$ cat config.mk
export PLATFORM = sky130hd
export DESIGN_NAME = ebc_bus_controller
export DESIGN_NICKNAME = d
export VERILOG_FILES = /design/src/logic/ebc_pkg.sv /design/src/logic/ebc_bus_controller.sv
export SDC_FILE = /design/constraint.sdc
export NUM_CORES = 1
export LEC_CHECK = 0
export BUFFER_PORTS_ARGS = -buffer_cell sky130_fd_sc_hd__buf_2
export CAP_MARGIN = 0
export CORE_MARGIN = 2
export CORE_UTILIZATION = 55
export CTS_CLUSTER_SIZE = 16
export DETAILED_ROUTE_END_ITERATION = 12
export MAX_ROUTING_LAYER = met4
export PLACE_DENSITY = 0.83
export REMOVE_ABC_BUFFERS = 1
export SYNTH_ARGS = -nofsm -noshare
export SYNTH_HDL_FRONTEND = slang
export SYNTH_SLANG_ARGS = --single-unit
$ cat constraint.sdc
create_clock -name CORE_CLK -period 3.6 [get_ports CORE_CLK]
set_input_delay 0.36 -clock CORE_CLK [delete_from_list [all_inputs] [get_ports CORE_CLK]]
set_output_delay 0.36 -clock CORE_CLK [all_outputs]
set_load 0.005 [all_outputs]
$ cat src/logic/ebc_pkg.sv
/*
  Constants of the external bus area controller: register indices,
  reset values, field positions, master numbers, fixed timing.
  Assumes a 32-bit APB slave port, one register per aligned word.
*/
`default_nettype none
package ebc_pkg;
  localparam int NREG = 10;
  // Printed register offsets, used as word indices
  localparam logic [15:0] IDX_WIDTH = 16'hFED0;
  localparam logic [15:0] IDX_STATES = 16'hFED1;
  localparam logic [15:0] IDX_WAIT_H = 16'hFED2;
  localparam logic [15:0] IDX_WAIT_L = 16'hFED3;
  localparam logic [15:0] IDX_BCFG_H = 16'hFED4;
  localparam logic [15:0] IDX_BCFG_L = 16'hFED5;
  localparam logic [15:0] IDX_MEMCFG = 16'hFED6;
  localparam logic [15:0] IDX_DRAMCFG = 16'hFED7;
  localparam logic [15:0] IDX_RCOUNT = 16'hFED8;
  localparam logic [15:0] IDX_RCONST = 16'hFED9;
  // Reset values in index order
  localparam logic [7:0] REG_RST [0:NREG-1] = '{8'hFF, 8'hFF, 8'hFF, 8'hFF,
    8'hD0, 8'h3C, 8'h00, 8'h00, 8'h00, 8'hFF};
  localparam logic [7:0] WID_RST_M4 = 8'h00;
  localparam logic [2:0] MODE_FOUR = 3'h4;
  // Bus config high fields
  localparam int BCH_ICIS1 = 7;
  localparam int BCH_ICIS0 = 6;
  localparam int BCH_BRST_EN = 5;
  localparam int BCH_BRST_TWO = 4;
  localparam int BCH_BRST_EIGHT = 3;
  // Area decode: 2 MB per area
  localparam int AREA_LSB = 21;
  // On-chip space, fixed state count
  localparam logic [23:0] INT_BASE = 24'hFFC000;
  localparam logic [1:0] INT_STATES = 2'h2;
  // Masters
  localparam logic [1:0] MST_CPU = 2'h0;
  localparam logic [1:0] MST_DMA = 2'h1;
  localparam logic [1:0] MST_XFER = 2'h2;
  typedef enum logic [7:0] {
    S_IDLE = 8'h01, S_T1 = 8'h02, S_T2 = 8'h04, S_TW = 8'h08,
    S_T3 = 8'h10, S_GAP = 8'h20, S_REL = 8'h40, S_BST = 8'h80
  } ebc_state_t;
endpackage
`default_nettype wire

$ cat src/logic/ebc_bus_controller.sv
/*
  External bus area controller: APB register file, master arbiter,
  external bus sequencer with waits, DRAM strobes, burst ROM, idle
  gap, write buffer, bus release.
  Assumes all inputs synchronous to CORE_CLK; masters hold request
  until their done pulse.
*/
`timescale 1ns/1ps
`default_nettype none
module ebc_bus_controller
  import ebc_pkg::*;
(
  // Clock, reset, enable, strap
  input wire logic CORE_CLK,
  input wire logic RST_N,
  input wire logic CLK_EN,
  input wire logic HW_STANDBY,
  input wire logic [2:0] MODE,
  // APB slave
  input wire logic PSEL,
  input wire logic PENABLE,
  input wire logic PWRITE,
  input wire logic [17:0] PADDR,
  input wire logic [31:0] PWDATA,
  output var logic [31:0] PRDATA,
  output var logic PREADY,
  output var logic PSLVERR,
  // Internal masters: 0 core, 1 DMA, 2 transfer engine
  input wire logic [2:0] MST_REQ,
  input wire logic [2:0] MST_WR,
  input wire logic [2:0] MST_WORD,
  input wire logic [71:0] MST_ADDR,
  input wire logic [47:0] MST_WDATA,
  output var logic [2:0] MST_DONE,
  output var logic [15:0] MST_RDATA,
  // External bus
  output var logic [23:0] EXT_ADDR,
  output var logic [15:0] EXT_DOUT,
  output var logic EXT_DOUT_OE,
  input wire logic [15:0] EXT_DIN,
  output var logic EXT_BUS_OE,
  output var logic ADDRESS_STROBE_N,
  output var logic READ_STROBE_N,
  output var logic HIGH_BYTE_WRITE_N,
  output var logic LOW_BYTE_WRITE_N,
  output var logic [7:0] CHIP_SELECT_N,
  output var logic UPPER_COLUMN_STROBE_N,
  output var logic LOWER_COLUMN_STROBE_N,
  input wire logic WAIT_REQUEST_N,
  // Bus release
  input wire logic BUS_RELEASE_REQUEST_N,
  output var logic BUS_RELEASE_ACK_N,
  output var logic BUS_RETURN_REQUEST_N
);
  logic [7:0] regs_ff [0:NREG-1];
  logic init_ff;
  ebc_state_t st_ff, nxt_st;
  logic [23:0] ad_ff, c_addr, last_ad_ff, w_addr, row;
  logic [15:0] dat_ff, rd_ff, w_wdata, dout;
  logic [1:0] m_ff, win, wc_ff, nxt_wc, int_cnt_ff, int_m_ff, code;
  logic wr_ff, word_ff, two_ff, lastrd_ff, c_wr, c_word, c_two;
  logic [2:0] pend, svc_ff, last_area_ff, c_area, a_area, w_area, nxt_done;
  logic [2:0] rm;
  logic win_ok, w_wr, w_word, w_int, ld, int_go, step, fin, gap, burst;
  logic c_bus8, c_dram, up, lo, act, strb, a_bus8, three, hit, reg_wr;
  logic [7:0] wid, tri_bits, bch, dcr;
  logic [15:0] wcr;

  // ---------------------------------------------------------------
  // Register file
  // ---------------------------------------------------------------
  assign wid = regs_ff[0];
  assign tri_bits = regs_ff[1];
  assign wcr = {regs_ff[2], regs_ff[3]};
  assign bch = regs_ff[4];
  assign dcr = regs_ff[7];
  assign hit = PADDR[17:2] >= IDX_WIDTH && PADDR[17:2] <= IDX_RCONST &&
    PADDR[1:0] == 2'h0;
  assign reg_wr = PSEL && PENABLE && PREADY && PWRITE && hit;

  // Strap caught one enabled edge after release, not under reset
  always_ff @(posedge CORE_CLK or negedge RST_N) begin
    if (!RST_N) begin
      init_ff <= 1'b0;
      for (int i = 0; i < NREG; i++) regs_ff[i] <= REG_RST[i];
    end else if (CLK_EN) begin
      init_ff <= 1'b1;
      if (HW_STANDBY || !init_ff) begin
        for (int i = 0; i < NREG; i++) regs_ff[i] <= REG_RST[i];
        if (MODE == MODE_FOUR) regs_ff[0] <= WID_RST_M4;
      end else if (reg_wr) begin
        regs_ff[PADDR[5:2]] <= PWDATA[7:0];
      end
    end
  end

  // Zero-wait APB answer, ready in the first cycle of the access phase
  always_ff @(posedge CORE_CLK or negedge RST_N) begin
    if (!RST_N) begin
      PREADY <= 1'b0;
      PSLVERR <= 1'b0;
      PRDATA <= 32'h0;
    end else if (CLK_EN) begin
      PREADY <= PSEL && !PENABLE;
      if (PSEL && !PENABLE) begin
        PSLVERR <= !hit;
        PRDATA <= hit ? {24'h0, regs_ff[PADDR[5:2]]} : 32'h0;
      end
    end
  end

  // ---------------------------------------------------------------
  // Arbiter: DMA over transfer engine over core
  // ---------------------------------------------------------------
  assign pend = MST_REQ & ~svc_ff & ~MST_DONE;
  always_comb begin
    win_ok = |pend;
    if (pend[MST_DMA]) win = MST_DMA;
    else if (pend[MST_XFER]) win = MST_XFER;
    else win = MST_CPU;
  end
  assign w_addr = MST_ADDR[24*win +: 24];
  assign w_wdata = MST_WDATA[16*win +: 16];
  assign w_wr = MST_WR[win];
  assign w_word = MST_WORD[win];
  assign w_area = w_addr[23:AREA_LSB];
  assign w_int = w_addr >= INT_BASE;
  assign ld = st_ff == S_IDLE && win_ok && !w_int && BUS_RELEASE_REQUEST_N;
  assign int_go = win_ok && w_int && int_cnt_ff == 2'h0;
  // Gap only for back-to-back cycles; an idle bus cycle clears it
  assign gap = lastrd_ff && ((!w_wr && w_area != last_area_ff && bch[BCH_ICIS1]) ||
    (w_wr && bch[BCH_ICIS0]));
  assign burst = bch[BCH_BRST_EN] && !w_wr && w_area == 3'h0 && lastrd_ff &&
    last_area_ff == 3'h0 && !(w_word && wid[0]) && (bch[BCH_BRST_EIGHT] ?
    w_addr[23:4] == last_ad_ff[23:4] : w_addr[23:3] == last_ad_ff[23:3]);

  // ---------------------------------------------------------------
  // Current access fields
  // ---------------------------------------------------------------
  assign a_area = ad_ff[23:AREA_LSB];
  assign a_bus8 = wid[a_area];
  assign three = tri_bits[a_area];
  assign code = wcr[2*a_area +: 2];
  always_comb begin
    c_addr = ad_ff;
    c_wr = wr_ff;
    c_word = word_ff;
    c_two = two_ff;
    if (ld) begin
      c_addr = w_addr;
      c_wr = w_wr;
      c_word = w_word;
      c_two = w_word && wid[w_area];
    end else if (step) begin
      c_addr = {ad_ff[23:1], 1'b1};
      c_two = 1'b0;
    end
  end
  assign c_area = c_addr[23:AREA_LSB];
  assign c_bus8 = wid[c_area];
  assign rm = bch[2:0];
  assign c_dram = (c_area == 3'h2 && rm != 3'h0 && !rm[2]) ||
    (c_area == 3'h3 && (rm == 3'h2 || rm == 3'h3)) ||
    ((c_area == 3'h4 || c_area == 3'h5) && rm == 3'h3);
  assign up = c_bus8 || c_word || !c_addr[0];
  assign lo = !c_bus8 && (c_word || c_addr[0]);
  assign dout = (c_word && !c_bus8) ? dat_ff : (c_word ? (c_addr[0] ?
    {dat_ff[7:0], dat_ff[7:0]} : {dat_ff[15:8], dat_ff[15:8]}) :
    {dat_ff[7:0], dat_ff[7:0]});
  assign row = (dcr[1:0] == 2'h0) ? {8'h00, c_addr[23:8]} : ((dcr[1:0] == 2'h1) ?
    {9'h000, c_addr[23:9]} : {10'h000, c_addr[23:10]});

  // ---------------------------------------------------------------
  // Bus sequencer
  // ---------------------------------------------------------------
  always_comb begin
    nxt_st = st_ff;
    nxt_wc = wc_ff;
    step = 1'b0;
    fin = 1'b0;
    case (st_ff)
      S_IDLE: begin
        if (!BUS_RELEASE_REQUEST_N) nxt_st = S_REL;
        else if (ld && burst) begin
          nxt_st = S_BST;
          nxt_wc = bch[BCH_BRST_TWO] ? 2'h1 : 2'h0;
        end else if (ld && gap) nxt_st = S_GAP;
        else if (ld) nxt_st = S_T1;
      end
      S_GAP: nxt_st = S_T1;
      S_T1: nxt_st = S_T2;
      S_T2: begin
        if (three && (code != 2'h0 || !WAIT_REQUEST_N)) begin
          nxt_st = S_TW;
          nxt_wc = code;
        end else if (three) nxt_st = S_T3;
        else fin = 1'b1;
      end
      S_TW: begin
        if (wc_ff > 2'h1 || !WAIT_REQUEST_N) begin
          if (wc_ff != 2'h0) nxt_wc = wc_ff - 2'h1;
        end else nxt_st = S_T3;
      end
      S_T3: fin = 1'b1;
      S_BST: begin
        if (wc_ff != 2'h0) nxt_wc = wc_ff - 2'h1;
        else fin = 1'b1;
      end
      S_REL: if (BUS_RELEASE_REQUEST_N) nxt_st = S_IDLE;
      default: nxt_st = S_IDLE;
    endcase
    // Second byte of a word on an 8-bit area
    if (fin) begin
      step = two_ff;
      nxt_st = two_ff ? S_T1 : S_IDLE;
    end
  end
  assign act = (nxt_st & (S_T1 | S_T2 | S_TW | S_T3 | S_BST)) != 8'h00;
  assign strb = (nxt_st & (S_T2 | S_TW | S_T3 | S_BST)) != 8'h00;

  // State and latched request
  always_ff @(posedge CORE_CLK or negedge RST_N) begin
    if (!RST_N) begin
      st_ff <= S_IDLE;
      wc_ff <= 2'h0;
      ad_ff <= 24'h0;
      wr_ff <= 1'b0;
      word_ff <= 1'b0;
      two_ff <= 1'b0;
      m_ff <= MST_CPU;
      dat_ff <= 16'h0;
    end else if (CLK_EN) begin
      st_ff <= nxt_st;
      wc_ff <= nxt_wc;
      ad_ff <= c_addr;
      wr_ff <= c_wr;
      word_ff <= c_word;
      two_ff <= c_two;
      if (ld) begin
        m_ff <= win;
        dat_ff <= w_wdata;
      end
    end
  end

  // Pin drivers, registered from the next state
  always_ff @(posedge CORE_CLK or negedge RST_N) begin
    if (!RST_N) begin
      ADDRESS_STROBE_N <= 1'b1;
      READ_STROBE_N <= 1'b1;
      HIGH_BYTE_WRITE_N <= 1'b1;
      LOW_BYTE_WRITE_N <= 1'b1;
      CHIP_SELECT_N <= 8'hFF;
      UPPER_COLUMN_STROBE_N <= 1'b1;
      LOWER_COLUMN_STROBE_N <= 1'b1;
      EXT_ADDR <= 24'h0;
      EXT_DOUT <= 16'h0;
      EXT_DOUT_OE <= 1'b0;
      EXT_BUS_OE <= 1'b1;
      BUS_RELEASE_ACK_N <= 1'b1;
      BUS_RETURN_REQUEST_N <= 1'b1;
    end else if (CLK_EN) begin
      ADDRESS_STROBE_N <= !act;
      READ_STROBE_N <= !(strb && !c_wr);
      HIGH_BYTE_WRITE_N <= !(strb && c_wr && (c_dram || up));
      LOW_BYTE_WRITE_N <= !(strb && c_wr && !c_dram && lo);
      CHIP_SELECT_N <= act ? ~(8'h01 << c_area) : 8'hFF;
      UPPER_COLUMN_STROBE_N <= !(strb && c_dram && up);
      LOWER_COLUMN_STROBE_N <= !(strb && c_dram && lo);
      EXT_ADDR <= (c_dram && nxt_st == S_T1) ? row : c_addr;
      EXT_DOUT <= dout;
      EXT_DOUT_OE <= act && c_wr;
      EXT_BUS_OE <= nxt_st != S_REL;
      BUS_RELEASE_ACK_N <= nxt_st != S_REL;
      BUS_RETURN_REQUEST_N <= !(nxt_st == S_REL && win_ok && !w_int);
    end
  end

  // ---------------------------------------------------------------
  // Completion, read data, write buffer, internal path
  // ---------------------------------------------------------------
  always_comb begin
    nxt_done = 3'h0;
    if (ld && w_wr) nxt_done[win] = 1'b1;
    if (fin && !two_ff && !wr_ff) nxt_done[m_ff] = 1'b1;
    if (int_cnt_ff == 2'h1) nxt_done[int_m_ff] = 1'b1;
  end

  // External writes retire at acceptance, so the master can go on inside
  always_ff @(posedge CORE_CLK or negedge RST_N) begin
    if (!RST_N) begin
      MST_DONE <= 3'h0;
      MST_RDATA <= 16'h0;
      rd_ff <= 16'h0;
      svc_ff <= 3'h0;
      int_cnt_ff <= 2'h0;
      int_m_ff <= MST_CPU;
    end else if (CLK_EN) begin
      MST_DONE <= nxt_done;
      svc_ff <= (svc_ff | ({2'h0, (ld && !w_wr) || int_go} << win)) & ~nxt_done;
      if (int_go) begin
        int_cnt_ff <= INT_STATES;
        int_m_ff <= win;
      end else if (int_cnt_ff != 2'h0) int_cnt_ff <= int_cnt_ff - 2'h1;
      if (fin && !wr_ff) begin
        if (word_ff && !a_bus8) MST_RDATA <= EXT_DIN;
        else if (word_ff && two_ff) rd_ff <= {EXT_DIN[15:8], 8'h00};
        else if (word_ff) MST_RDATA <= {rd_ff[15:8], EXT_DIN[15:8]};
        else MST_RDATA <= {8'h00, (a_bus8 || !ad_ff[0]) ? EXT_DIN[15:8] : EXT_DIN[7:0]};
      end
    end
  end

  // History for idle gap and burst continuation
  always_ff @(posedge CORE_CLK or negedge RST_N) begin
    if (!RST_N) begin
      lastrd_ff <= 1'b0;
      last_area_ff <= 3'h0;
      last_ad_ff <= 24'h0;
    end else if (CLK_EN) begin
      if (fin && !two_ff) begin
        lastrd_ff <= !wr_ff;
        last_area_ff <= a_area;
        last_ad_ff <= ad_ff;
      end else if (st_ff == S_IDLE && !ld) lastrd_ff <= 1'b0;
    end
  end

  // ---------------------------------------------------------------
  // Assertions
  // ---------------------------------------------------------------
  AST_ONE_SELECT: assert property (@(posedge CORE_CLK) disable iff (!RST_N)
    $countones(~CHIP_SELECT_N) <= 1) else $error("two chip selects low");
  AST_IDLE_SELECT: assert property (@(posedge CORE_CLK) disable iff (!RST_N)
    (st_ff == S_IDLE || st_ff == S_REL || st_ff == S_GAP) |-> CHIP_SELECT_N == 8'hFF)
    else $error("chip select low without access");
  AST_TWO_STATE: assert property (@(posedge CORE_CLK) disable iff (!RST_N || !CLK_EN)
    (st_ff == S_T2 && !three && !two_ff) |=> st_ff != S_TW && st_ff != S_T3)
    else $error("two-state area took extra states");
  AST_WAIT_THREE: assert property (@(posedge CORE_CLK) disable iff (!RST_N || !CLK_EN)
    (st_ff == S_T2 && three && code == 2'h3) |=> (st_ff == S_TW) [*3])
    else $error("program waits short");
  AST_WAIT_PIN: assert property (@(posedge CORE_CLK) disable iff (!RST_N || !CLK_EN)
    (st_ff == S_TW && !WAIT_REQUEST_N) |=> st_ff == S_TW) else $error("wait pin ignored");
  AST_RELEASE: assert property (@(posedge CORE_CLK) disable iff (!RST_N || !CLK_EN)
    (st_ff == S_IDLE && !BUS_RELEASE_REQUEST_N) |=> !BUS_RELEASE_ACK_N && !EXT_BUS_OE)
    else $error("bus not released");
  AST_RETURN: assert property (@(posedge CORE_CLK) disable iff (!RST_N)
    !BUS_RETURN_REQUEST_N |-> !BUS_RELEASE_ACK_N) else $error("return request while owned");
  AST_GAP: assert property (@(posedge CORE_CLK) disable iff (!RST_N || !CLK_EN)
    (ld && gap && !burst) |=> st_ff == S_GAP ##1 st_ff == S_T1) else $error("idle gap missing");
  AST_ARBITER: assert property (@(posedge CORE_CLK) disable iff (!RST_N)
    pend[MST_DMA] |-> win == MST_DMA) else $error("priority broken");
  AST_WIDTH_INIT: assert property (@(posedge CORE_CLK) disable iff (!RST_N || !CLK_EN)
    ((!init_ff || HW_STANDBY) && MODE == MODE_FOUR) |=> wid == WID_RST_M4) else $error("width reset wrong");
  AST_WBUF: assert property (@(posedge CORE_CLK) disable iff (!RST_N || !CLK_EN)
    (ld && w_wr) |=> MST_DONE[m_ff]) else $error("write not buffered");
  AST_INT_FIXED: assert property (@(posedge CORE_CLK) disable iff (!RST_N || !CLK_EN)
    int_go |=> ##2 MST_DONE[int_m_ff]) else $error("internal access length");
  AST_CAS_RAS: assert property (@(posedge CORE_CLK) disable iff (!RST_N)
    (!UPPER_COLUMN_STROBE_N || !LOWER_COLUMN_STROBE_N) |-> CHIP_SELECT_N != 8'hFF)
    else $error("column strobe without row strobe");
endmodule
`default_nettype wire

# Word-level counts from Yosys, hierarchy flattened

Index checks and enable logic that the tools add are counted.

Word-level logic and storage cells: 308
Register bits: 289

Add/subtract/negate cells: 2
$lt $le $gt $ge: 15
Bitwise logic cells: 12
$mul: 1
Equality and inequality tests: 28
Reduce and logical (&&, ||, !) cells: 124
Mux-type cells: 78
Shift operators: 5

Operators with widths:

| kind                                                            | number |
|---|---|
| 80-bit 2-to-1 mux                                               | 2 |
| 8-bit 2-to-1 mux                                                | 16 |
| 16-bit 2-to-1 mux                                               | 7 |
| 80-bit bitwise mux                                              | 1 |
| 72-bit by 8-bit indexed part select with 24-bit output          | 1 |
| 1-bit logical AND                                               | 57 |
| 8-bit case mux with 7 select lines                              | 1 |
| 24-bit 2-to-1 mux                                               | 2 |
| 48-bit by 7-bit indexed part select with 16-bit output          | 1 |
| 8-bit binary-select mux with 4-bit select                       | 1 |
| 8-bit demux with 4-bit select                                   | 1 |
| 24-bit greater-or-equal comparator, second input constant       | 1 |
| 1-bit zero test                                                 | 24 |
| 1-bit 2-to-1 mux                                                | 22 |
| 21-bit == test                                                  | 1 |
| 20-bit == test                                                  | 1 |
| 2-bit 2-to-1 mux                                                | 10 |
| 8-bit by 2-bit == test with 1-bit output, second input constant | 2 |
| 8-bit by 7-bit == test with 1-bit output, second input constant | 2 |
| 16-bit greater-or-equal comparator, second input constant       | 1 |
| 16-bit <= comparator, second input constant                     | 1 |
| 2-bit AND reduction                                             | 8 |
| 8-bit nonzero test                                              | 2 |
| 16-bit by 5-bit indexed part select with 2-bit output           | 1 |
| other kinds (46)                                                | 99 |

# Logic depth before layout (Yosys ltp)

Gate-level depths: netlist of the first run.

Depth after elaboration: 24
Mapped depth: 15
Gate-level depth less buffers: 12

# Least setup slack after synthesis of the first run

OpenSTA, ideal clock, no wires.

Path type: register -> register
Start point: register MST_DONE[2]
End point: register LOW_BYTE_WRITE_N
Library setup time: 0.083 ns
Cell stages (with the launch flop): 14
Clock period less this slack: 3.258 ns
Arrival: 3.175 ns
Setup slack: 0.342 ns
Buffers on the path: 3
Cells stage by stage: dfrtp_1 > buf_2 > buf_2 > nor3b_2 > a21oi_1 > a21oi_2 > nand4_4 > o31ai_4 > mux2i_4 > o311ai_4 > a21oi_4 > buf_6 > o22ai_2 > o32a_1

Word-level cells in the longest chain between the ends: 23
Elaborated cells between the ends (all ways): 68
Those cells by class: mul: 1; order compare: 1; eq/ne: 7; shift: 1; mux: 18; bitwise: 2; reduce/logical: 38

RTL lines:

| item                                                                                        | line                      | source |
|---|---|---|
| start: declaration                                                                          | ebc_bus_controller.sv:34  | `output var logic [2:0] MST_DONE,` |
| start signal: assignment                                                                    | ebc_bus_controller.sv:299 | `MST_DONE <= nxt_done;` |
| 3-bit NOT *                                                                                 | ebc_bus_controller.sv:115 | `assign pend = MST_REQ & ~svc_ff & ~MST_DONE;` |
| 3-bit bitwise AND *                                                                         | ebc_bus_controller.sv:115 |  |
| parallel branches: the longest is 19 deep, another holds 24-bit greater-or-equal comparator | n/a                       |  |
| 1-bit logical AND *                                                                         | ebc_bus_controller.sv:266 | `LOW_BYTE_WRITE_N <= !(strb && c_wr && !c_dram && lo);` |
| 1-bit zero test *                                                                           | ebc_bus_controller.sv:266 |  |
| end signal: assignment                                                                      | ebc_bus_controller.sv:266 |  |
| end: declaration                                                                            | ebc_bus_controller.sv:45  | `output var logic LOW_BYTE_WRITE_N,` |

Mark *: on every way between the ends. The select of a mux whose other input is x is not followed.
A chain may end at the register's enable or synchronous reset.

# Worst setup path in the final report of the first run

Start point: register MST_DONE[2]
End point: register EXT_ADDR[10]

Word-level cells in the longest chain between the ends: 21
Elaborated cells between the ends (all ways): 60
Those cells by class: mul: 1; order compare: 1; eq/ne: 8; shift: 1; mux: 17; bitwise: 2; reduce/logical: 30

RTL lines:

| item                                                                                        | line                      | source |
|---|---|---|
| 3-bit NOT *                                                                                 | ebc_bus_controller.sv:115 |  |
| 3-bit bitwise AND *                                                                         | ebc_bus_controller.sv:115 |  |
| parallel branches: the longest is 18 deep, another holds 24-bit greater-or-equal comparator | n/a                       |  |
| 24-bit 2-to-1 mux *                                                                         | ebc_bus_controller.sv:270 | `EXT_ADDR <= (c_dram && nxt_st == S_T1) ? row : c_addr;` |
| end signal: assignment                                                                      | ebc_bus_controller.sv:270 |  |
| end: declaration                                                                            | ebc_bus_controller.sv:37  | `output var logic [23:0] EXT_ADDR,` |

Marks and branches as above.

==> results of run 1 <==
## flip-flops by register name, summed over array words and instances, names as in the netlist, 2 cells and up
name,count
svc_ff,3
bch,8
dcr,8
PRDATA,8
MST_RDATA,16
EXT_ADDR,24
int_m_ff,2
EXT_DOUT,16
regs_ff,48
MST_DONE,3
wc_ff,2
rd_ff,8
int_cnt_ff,2
ad_ff,24
st_ff,8
CHIP_SELECT_N,8
tri_bits,8
last_ad_ff,21
m_ff,2
dat_ff,16
wid,8
## synthesized netlist by cell type (all sizes together), types with 24 or more instances
cell / count / area share, %
a21oi: 94 / 3.3
a22o: 35 / 2.1
buf: 75 / 3.3
clkbuf: 57 / 1.4
dfrtp: 195 / 33
dfstp: 64 / 11
inv: 39 / 0.98
mux2: 50 / 3.8
mux2i: 44 / 3.0
mux4: 24 / 3.6
nand2: 187 / 4.8
nor2: 118 / 3.0
nor3: 26 / 0.91
o21ai: 118 / 4.0
o22a: 51 / 3.0
## path summary, 6_finish.rpt
kind / from / cells after the start / endpoint
min in group asynchronous: RST_N / 2 / last_ad_ff[6]$_DFFE_PN0P_
setup / recovery: MST_DONE[2]$_DFFE_PN0P_ / 13 / EXT_ADDR[10]$_DFFE_PN0P_
setup reg to reg: MST_DONE[2]$_DFFE_PN0P_ / 13 / EXT_ADDR[10]$_DFFE_PN0P_
max in group asynchronous: RST_N / 3 / EXT_ADDR[14]$_DFFE_PN0P_
hold reg to reg: PRDATA[4]$_DFFE_PN0P_ / 2 / PRDATA[4]$_DFFE_PN0P_
hold / removal: EXT_DIN[11] / 2 / rd_ff[11]$_DFFE_PN0P_
## cells by family (layout without fill, tap and decap cells)
group	after synthesis	after routing	share of synthesized area, %
DFF	259	259	44.1
xor gates and xnor gates	3	3	0.177
muxes	118	118	10.5
other	1	26	0.0252
and+or+nand+nor	488	488	16.7
adders and majority gates	4	4	0.336
buffers and inverters	171	528	5.72
AOI/OAI and AO/OA	465	466	22.5
## stage by stage
step | util, % | area, um^2 | hold slack (ps) | cells | TNS [ps]
2_1_floorplan | - | 14300 | 64.4 | 1400 | -150340
3_3_place_gp | 64.7 | 17300 | 460 | 2160 | -10640
3_5_place_dp | 64.7 | 17300 | 461 | 2160 | -13690
4_1_cts | 68.8 | 18400 | 50.9 | 2222 | 0
5_1_grt | 70.1 | 18700 | 71.8 | 2233 | -298
6_report | 70.1 | 18700 | 67.9 | 2233 | 0
## layout make-up
class | count | share of cell area [%]
diodes | 2 | 0.0267
clock buffers | 41 | 4.38
clock inverters | 13 | 0.568
inverters | 39 | 0.781
multi-input cells | 1103 | 41.9
flip-flops and latches | 259 | 35.0
well taps | 341 | 2.28
repair buffers | 435 | 15.1
## placed cells by master (no fill, tap or decap), types with 12 or more instances in the layout
master     instances
mux2_2            48
nand2b_1          13
dfrtp_1          194
a21oi_1           90
buf_4            142
buf_2            267
nor4_1            12
or2_2             15
a22o_1            35
buf_12            13
mux2i_1           39
o21a_1            14
conb_1            24
o221ai_1          15
clkbuf_16         30
mux4_2            24
o22a_1            51
dfstp_2           64
o41ai_1           17
a31oi_1           14
o21ai_0          109
inv_1             38
nand3_1           23
nor2_1           113
nor3_1            25
nand2_1          181
## routing by layer
metal / share of wire [%] / GRT usage (%) / up-vias
li1: - / - / 6246
met5: 0 / - / -
met4: 5.4 / 15.1 / 0
met3: 8.5 / 6.13 / 179
met2: 48 / 54.8 / 806
met1: 38 / 41.4 / 6898
## what timing repair did
action                                  4_1_cts  5_1_grt
pin swaps                                     6       28
hold endpoints to repair                     89        0
hold buffers                                  1        0
endpoints found under the setup margin       56       56
buffers inserted                              6        8
resized for setup                            12       52
gates cloned                                  1        1
## power by group through the flow
stage / Clock (uW) / Combinational (uW) / Sequential [uW]
3_3_place_gp: 0 / 5350 / 4370
2_1_floorplan: 0 / 3070 / 4290
5_1_grt: 3030 / 6500 / 4490
6_report: 2890 / 6050 / 4410
3_5_place_dp: 0 / 5520 / 4400
4_1_cts: 2920 / 5670 / 4370
## worst max-delay path, cell delays in order (launching register included)
cell and delay (ps):
dfrtp_1 400, buf_6 150, buf_12 140, nor4bb_1 270, a211o_1 170, and2_4 170
nand4_4 140, o31ai_4 410, buf_4 200, buf_4 290, mux2i_2 400, mux2i_1 130
o2111ai_1 290, o311ai_1 190
==> results by group, run 1 <==
Outcome
  • Status: completed

Yosys
  • Post-synth cell types: about 100
  • EDFF count, synth: 0
  • Post-synth top flop: dfrtp_1
  • Sequential element share of the synthesized area: 44.1%
  • Synthesized area: ~15,000 um^2
  • Post-synth ARST share: 100%
  • Synthesized area per cell: roughly 10 um^2
  • Post-synthesis sequential element count: approximately 260
  • Mapped Cells: roughly 1,500
  • Yosys warns: 0

Power and ir drop
  • Combinational fraction of design power: about 45%
  • VDD IR-drop max: roughly 0.40 mV
  • Sw Share: between 30% and 40%
  • Pint: ~8200 uW
  • Total power: between 10,000 and 15,000 uW
  • Cell Pwr Density: about 710 nW/um^2
  • Clock Power Share: between 20% and 30%
  • Psw: about 5100 uW
  • LEAKAGE: 0.00827 uW
  • Part of the power in registers: about a third

Timing
  • Clock skew: 31.6 ps
  • RSZ-0062 raised after global routing: true
  • Setup ws final: 85.8 ps
  • Max_slew headroom: between 30% and 40%
  • Minimum clock period: 3510 ps
  • Final setup fails: 0
  • Final Hold Viols: 0
  • Max-slew violation count: 0
  • Final period util: 97.6%
  • Peak Freq: 285 MHz
  • Worst Max-Slew Pin Slew: 970 ps

Clock network
  • Number of buffers created by CTS: 29
  • CTS Buffer Depth: 3
  • CTS tree: yes
  • Root Driver: clkbuf_16
  • Worst skew pair latency: between 500 and 600 ps
  • Clock transition at path regs: ~60 ps
  • Htree depth: 1
  • Clock sink total: 259

Floorplan
  • DIE AREA: 28,400 um^2
  • Chip height: roughly 170 um
  • Initial core utilization: between 50% and 60%
  • Top-level I/O count: 318
  • Core outline area: about 27,000 um^2
  • Die Wd: about 170 um
  • Num rows: 60

Place
  • Port bufs: approximately 270
  • RePlAce Congestion: 0.915
  • Worst slack at placement: -479 ps
  • Post-DP HPWL: roughly 34,000 um

Routing
  • Post-route ant nets: 0
  • Final wirelength: 47,900 um
  • Wirelength per Cell: 21.4 um
  • Vias: between 10,000 and 15,000
  • Initial detailed-routing violation count: between 1,000 and 1,500
  • DRC: 0
  • First-pass iteration count of the detailed router: 9
  • Via/cell ratio: 6.33

Global route
  • GRT Resource Usage Total: 33.7%
  • First-pass GRT wire length: between 70,000 and 80,000 um
  • Antenna violations before repair: 2
  • Vias in the first global route: between 10,000 and 15,000
  • Largest net degree at the start of global routing: between 100 and 150
  • GRT Residual Overflow: 0

Setup path
  • Worst Path Arrival: slightly below 4000 ps
  • Nature of the critical path endpoint: flop
  • CP Data Required Time: approximately 4000 ps
  • Critical Path Start Type: flop
  • Crit path kind: flop to flop
  • Maximum net fanout on the critical path: 17
  • FF-to-FF setup slack: roughly 86 ps

Layout
  • Fraction of layout cells with a size suffix above 1: 38.3%
  • Area of the multi-input gates: approximately 7800 um^2
  • Nets: roughly 2,100
  • P&R area growth vs syn: 25.9%
  • Filler cells: between 1,500 and 2,000
  • Total area of sequential cells: 6560 um^2

Run
  • Max-cap violations: 0

Worst hold path
  • Worst Hold Class: input port to flop
(Power assumes the default switching activity.)
==> inputs of run 2 (changes only) <==
==> constraint.sdc (replaced) <==
create_clock -name CORE_CLK -period 4.2 [get_ports CORE_CLK]
set_input_delay 0.42 -clock CORE_CLK [delete_from_list [all_inputs] [get_ports CORE_CLK]]
set_output_delay 0.42 -clock CORE_CLK [all_outputs]
set_load 0.005 [all_outputs]
==> run 2 against run 1 <==
Against the previous run: the flow now finishes with violations (negative hold slack); non-clock buffer count decreased by 66; sequential cell count unchanged; critical path depth unchanged; worst hold slack got worse by 83 ps; core utilization decreased by 3.2 points; clock power decreased by 12%; total power decreased by 19%; combinational power decreased by 26%; highest routed layer unchanged.
==> results by group, run 2 (synthesis gave the netlist of run 1 again) <==
Routing
  • Post-route ant nets: 0 (unchanged)
  • First-pass iteration count of the detailed router: 5 (-4)
  • Wirelength per Cell: 20.7 um (-3.5%)
  • DRC: 0 (unchanged)
  • Via/cell ratio: 6.26 (-1.1%)
  • Initial detailed-routing violation count: 1,413 (+0.86%)
  • Vias: 13,545 (-4.1%)
  • Final wirelength: 44,800 um (-6.4%)

Setup path
  • CP Data Required Time: 4640 ps (+620 ps)
  • Nature of the critical path endpoint: flop
  • Worst Path Arrival: 4340 ps (+410 ps)
  • Stages on worst setup path: 13 (unchanged)
  • Crit-path max cell delay: 610 ps (+200 ps)
  • R2r worst-path depth: 13 (unchanged)
  • Delay-heaviest family, CP: simple AND/OR/NAND/NOR gates
  • R2r endpoint: EXT_ADDR[9]$_DFFE_PN0P_
  • Critical Path Start Type: flop
  • Worst r2r src: MST_DONE[2]$_DFFE_PN0P_
  • FF-to-FF setup slack: 300 ps (+210 ps)
  • Crit path kind: flop to flop
  • CP Launch Point: MST_DONE[2]$_DFFE_PN0P_
  • Crit path cell chain: or3b_2 -> buf_4 -> a211o_1 -> and3b_1 -> nor4b_1 -> nand4_1 -> nor4_2 -> a31oi_1 -> a21boi_4 -> buf_12 -> buf_4 -> buf_12 -> o311ai_1
  • Buf/Inv on CP: 4 (unchanged)
  • Critical path's slowest cell: or3b_2
  • Maximum net fanout on the critical path: 15 (-2)

Layout
  • Fraction of layout cells with a size suffix above 1: 34.4% (-3.9 points)
  • Commonest non-fill, non-tap cell in the layout: buf_2
  • Final instance area: 17,900 um^2 (-4.6%)
  • Post-Layout Cell Count: 2,164 (-3.1%)
  • Top flop regs: regs_ff x48, EXT_ADDR x24, ad_ff x24
  • Nets: 2,010 (-3.3%)
  • Commonest cells after routing, fill and taps aside: buf_2 (267), dfrtp_1 (195), nand2_1 (182)
  • Filler cells: 2,025 (+6.7%)
  • Biggest register: regs_ff
  • Total area of sequential cells: 6560 um^2 (about the same)
  • P&R area growth vs syn: 20.2%
  • Area of the multi-input gates: 7580 um^2 (-3.4%)
  • Max FFs per register: 48 (unchanged)

Place
  • Post-DP HPWL: 32,200 um (-5.5%)
  • Placed cell areas: 16,800 um^2 (-2.7%)
  • Port bufs: 269 (unchanged)
  • # placed instances: 2,100 (-2.8%)
  • RePlAce Congestion: 0.938 (+2.5%)

Run
  • Max-cap violations: 0 (unchanged)

Clock network
  • Worst skew pair latency: 550 ps (-20 ps)
  • Root Driver: clkbuf_16
  • Clock sink total: 259 (unchanged)
  • Number of buffers created by CTS: 28 (-3.4%)
  • CTS Buffer Depth: 3 (unchanged)
  • Htree depth: 1 (unchanged)
  • CTS tree: yes
  • Clock transition at path regs: 60 ps (about the same)

Timing
  • Max-slew violation count: 0 (unchanged)
  • Clock skew: 14.7 ps (-17.0 ps)
  • Peak Freq: 256 MHz (-9.9%)
  • Worst Max-Slew Pin Slew: 989 ps (+19.8 ps)
  • Minimum clock period: 3900 ps (+387 ps)
  • Max_slew headroom: 34.0% (-1.3 points)
  • Final Hold Viols: 15 (+15)
  • Final setup fails: 0 (unchanged)
  • Hold_ws: -15.3 ps (-83.2 ps)
  • RSZ-0062 raised after global routing: false
  • Final period util: 92.9% (-4.7 points)

Power and ir drop
  • Cell Pwr Density: 604 nW/um^2 (-15%)
  • VDD IR-drop max: 0.319 mV (-21%)
  • LEAKAGE: 0.00786 uW (-4.9%)

Floorplan
  • Core outline area: 26,700 um^2 (unchanged)
  • Num rows: 60 (unchanged)
  • Initial core utilization: 55.7% (unchanged)
  • DIE AREA: 28,400 um^2 (unchanged)
  • Chip height: 168 um (unchanged)
  • Die Wd: 168 um (unchanged)
  • Top-level I/O count: 318 (unchanged)

Global route
  • Antenna violations before repair: 2 (unchanged)
  • First-pass GRT wire length: 69,400 um (-6.3%)
  • Largest net degree at the start of global routing: 128 (+5.8%)
  • Vias in the first global route: 12,900 (-6.6%)
  • GRT Resource Usage Total: 31.7% (-2.1 points)
  • GRT Residual Overflow: 0 (unchanged)

Worst hold path
  • Worst Hold Class: input port to asynchronous set/reset pin

Outcome
  • Status: complete, but fails checks
  • Failing checks: negative hold slack
run 2: cell types whose count changed in the layout (fill, tap and decap cells not counted), sizes merged, moves of 2 or more:
cell    delta
buf       -64
bufinv     +2
clkinv     +3
clkbuf     -8
run 2: stage by stage:
stage	util [%]	total power [uW]	setup WS [ps]	hold slack, ps	setup TNS, ps
floorplan	-	6310	-1420	124	-83450
global placement	63.0	8000	21.4	454	0
detailed placement	63.0	8180	-119	465	-962
CTS	66.6	10800	217	41.5	0
global route	66.9	11400	75.6	74.7	0
finish	66.9	10800	299	-15.3	0
run 2: how the worst max path moves through the flow:
| stage | to | slack (ps) |
|---|---|---|
| after floorplan | EXT_ADDR[11]$_DFFE_PN0P_ | -1420 |
| after global placement | EXT_ADDR[11]$_DFFE_PN0P_ | 20 |
| after detailed placement | EXT_ADDR[11]$_DFFE_PN0P_ | -120 |
| after CTS | EXT_ADDR[1]$_DFFE_PN0P_ | 220 |
| after global routing | EXT_ADDR[9]$_DFFE_PN0P_ | 80 |
| final | EXT_ADDR[9]$_DFFE_PN0P_ | 300 |
run 2: final cells by class:
| cell class | instances | share of cell area (%) |
|---|---|---|
| Clock inverter | 18 | 1.01 |
| Inverter | 39 | 0.819 |
| Tap cell | 341 | 2.39 |
| Sequential cell | 259 | 36.7 |
| Clock buffer | 34 | 4.33 |
| Multi-Input combinational cell | 1102 | 42.4 |
| Antenna cell | 2 | 0.0280 |
| Timing Repair Buffer | 369 | 12.4 |
run 2: repair_timing:
| item | in CTS | in global routing |
|---|---|---|
| buffers inserted | 0 | 10 |
| hold buffers | 0 | 0 |
| endpoints found under the hold margin | 0 | 0 |
| gates cloned | 0 | 0 |
| gates resized for setup | 1 | 0 |
| pin swaps | 0 | 2 |
| endpoints found under the setup margin | 8 | 12 |
run 2: per-layer routing:
layer / track usage [%] / share of wire (%) / vias up
li1: - / - / 6137
met5: - / 0 / -
met1: 39.8 / 39 / 6600
met4: 14.0 / 4.6 / 0
met3: 5.10 / 7.8 / 132
met2: 51.1 / 48 / 676
run 2: power by group:
group / internal (uW) / total, uW / switching [uW] / leakage [uW]
Clock: 1500 / 2540 / 1040 / 0.000465
Combinational: 1990 / 4490 / 2500 / 0.00424
Sequential: 3180 / 3770 / 595 / 0.00316
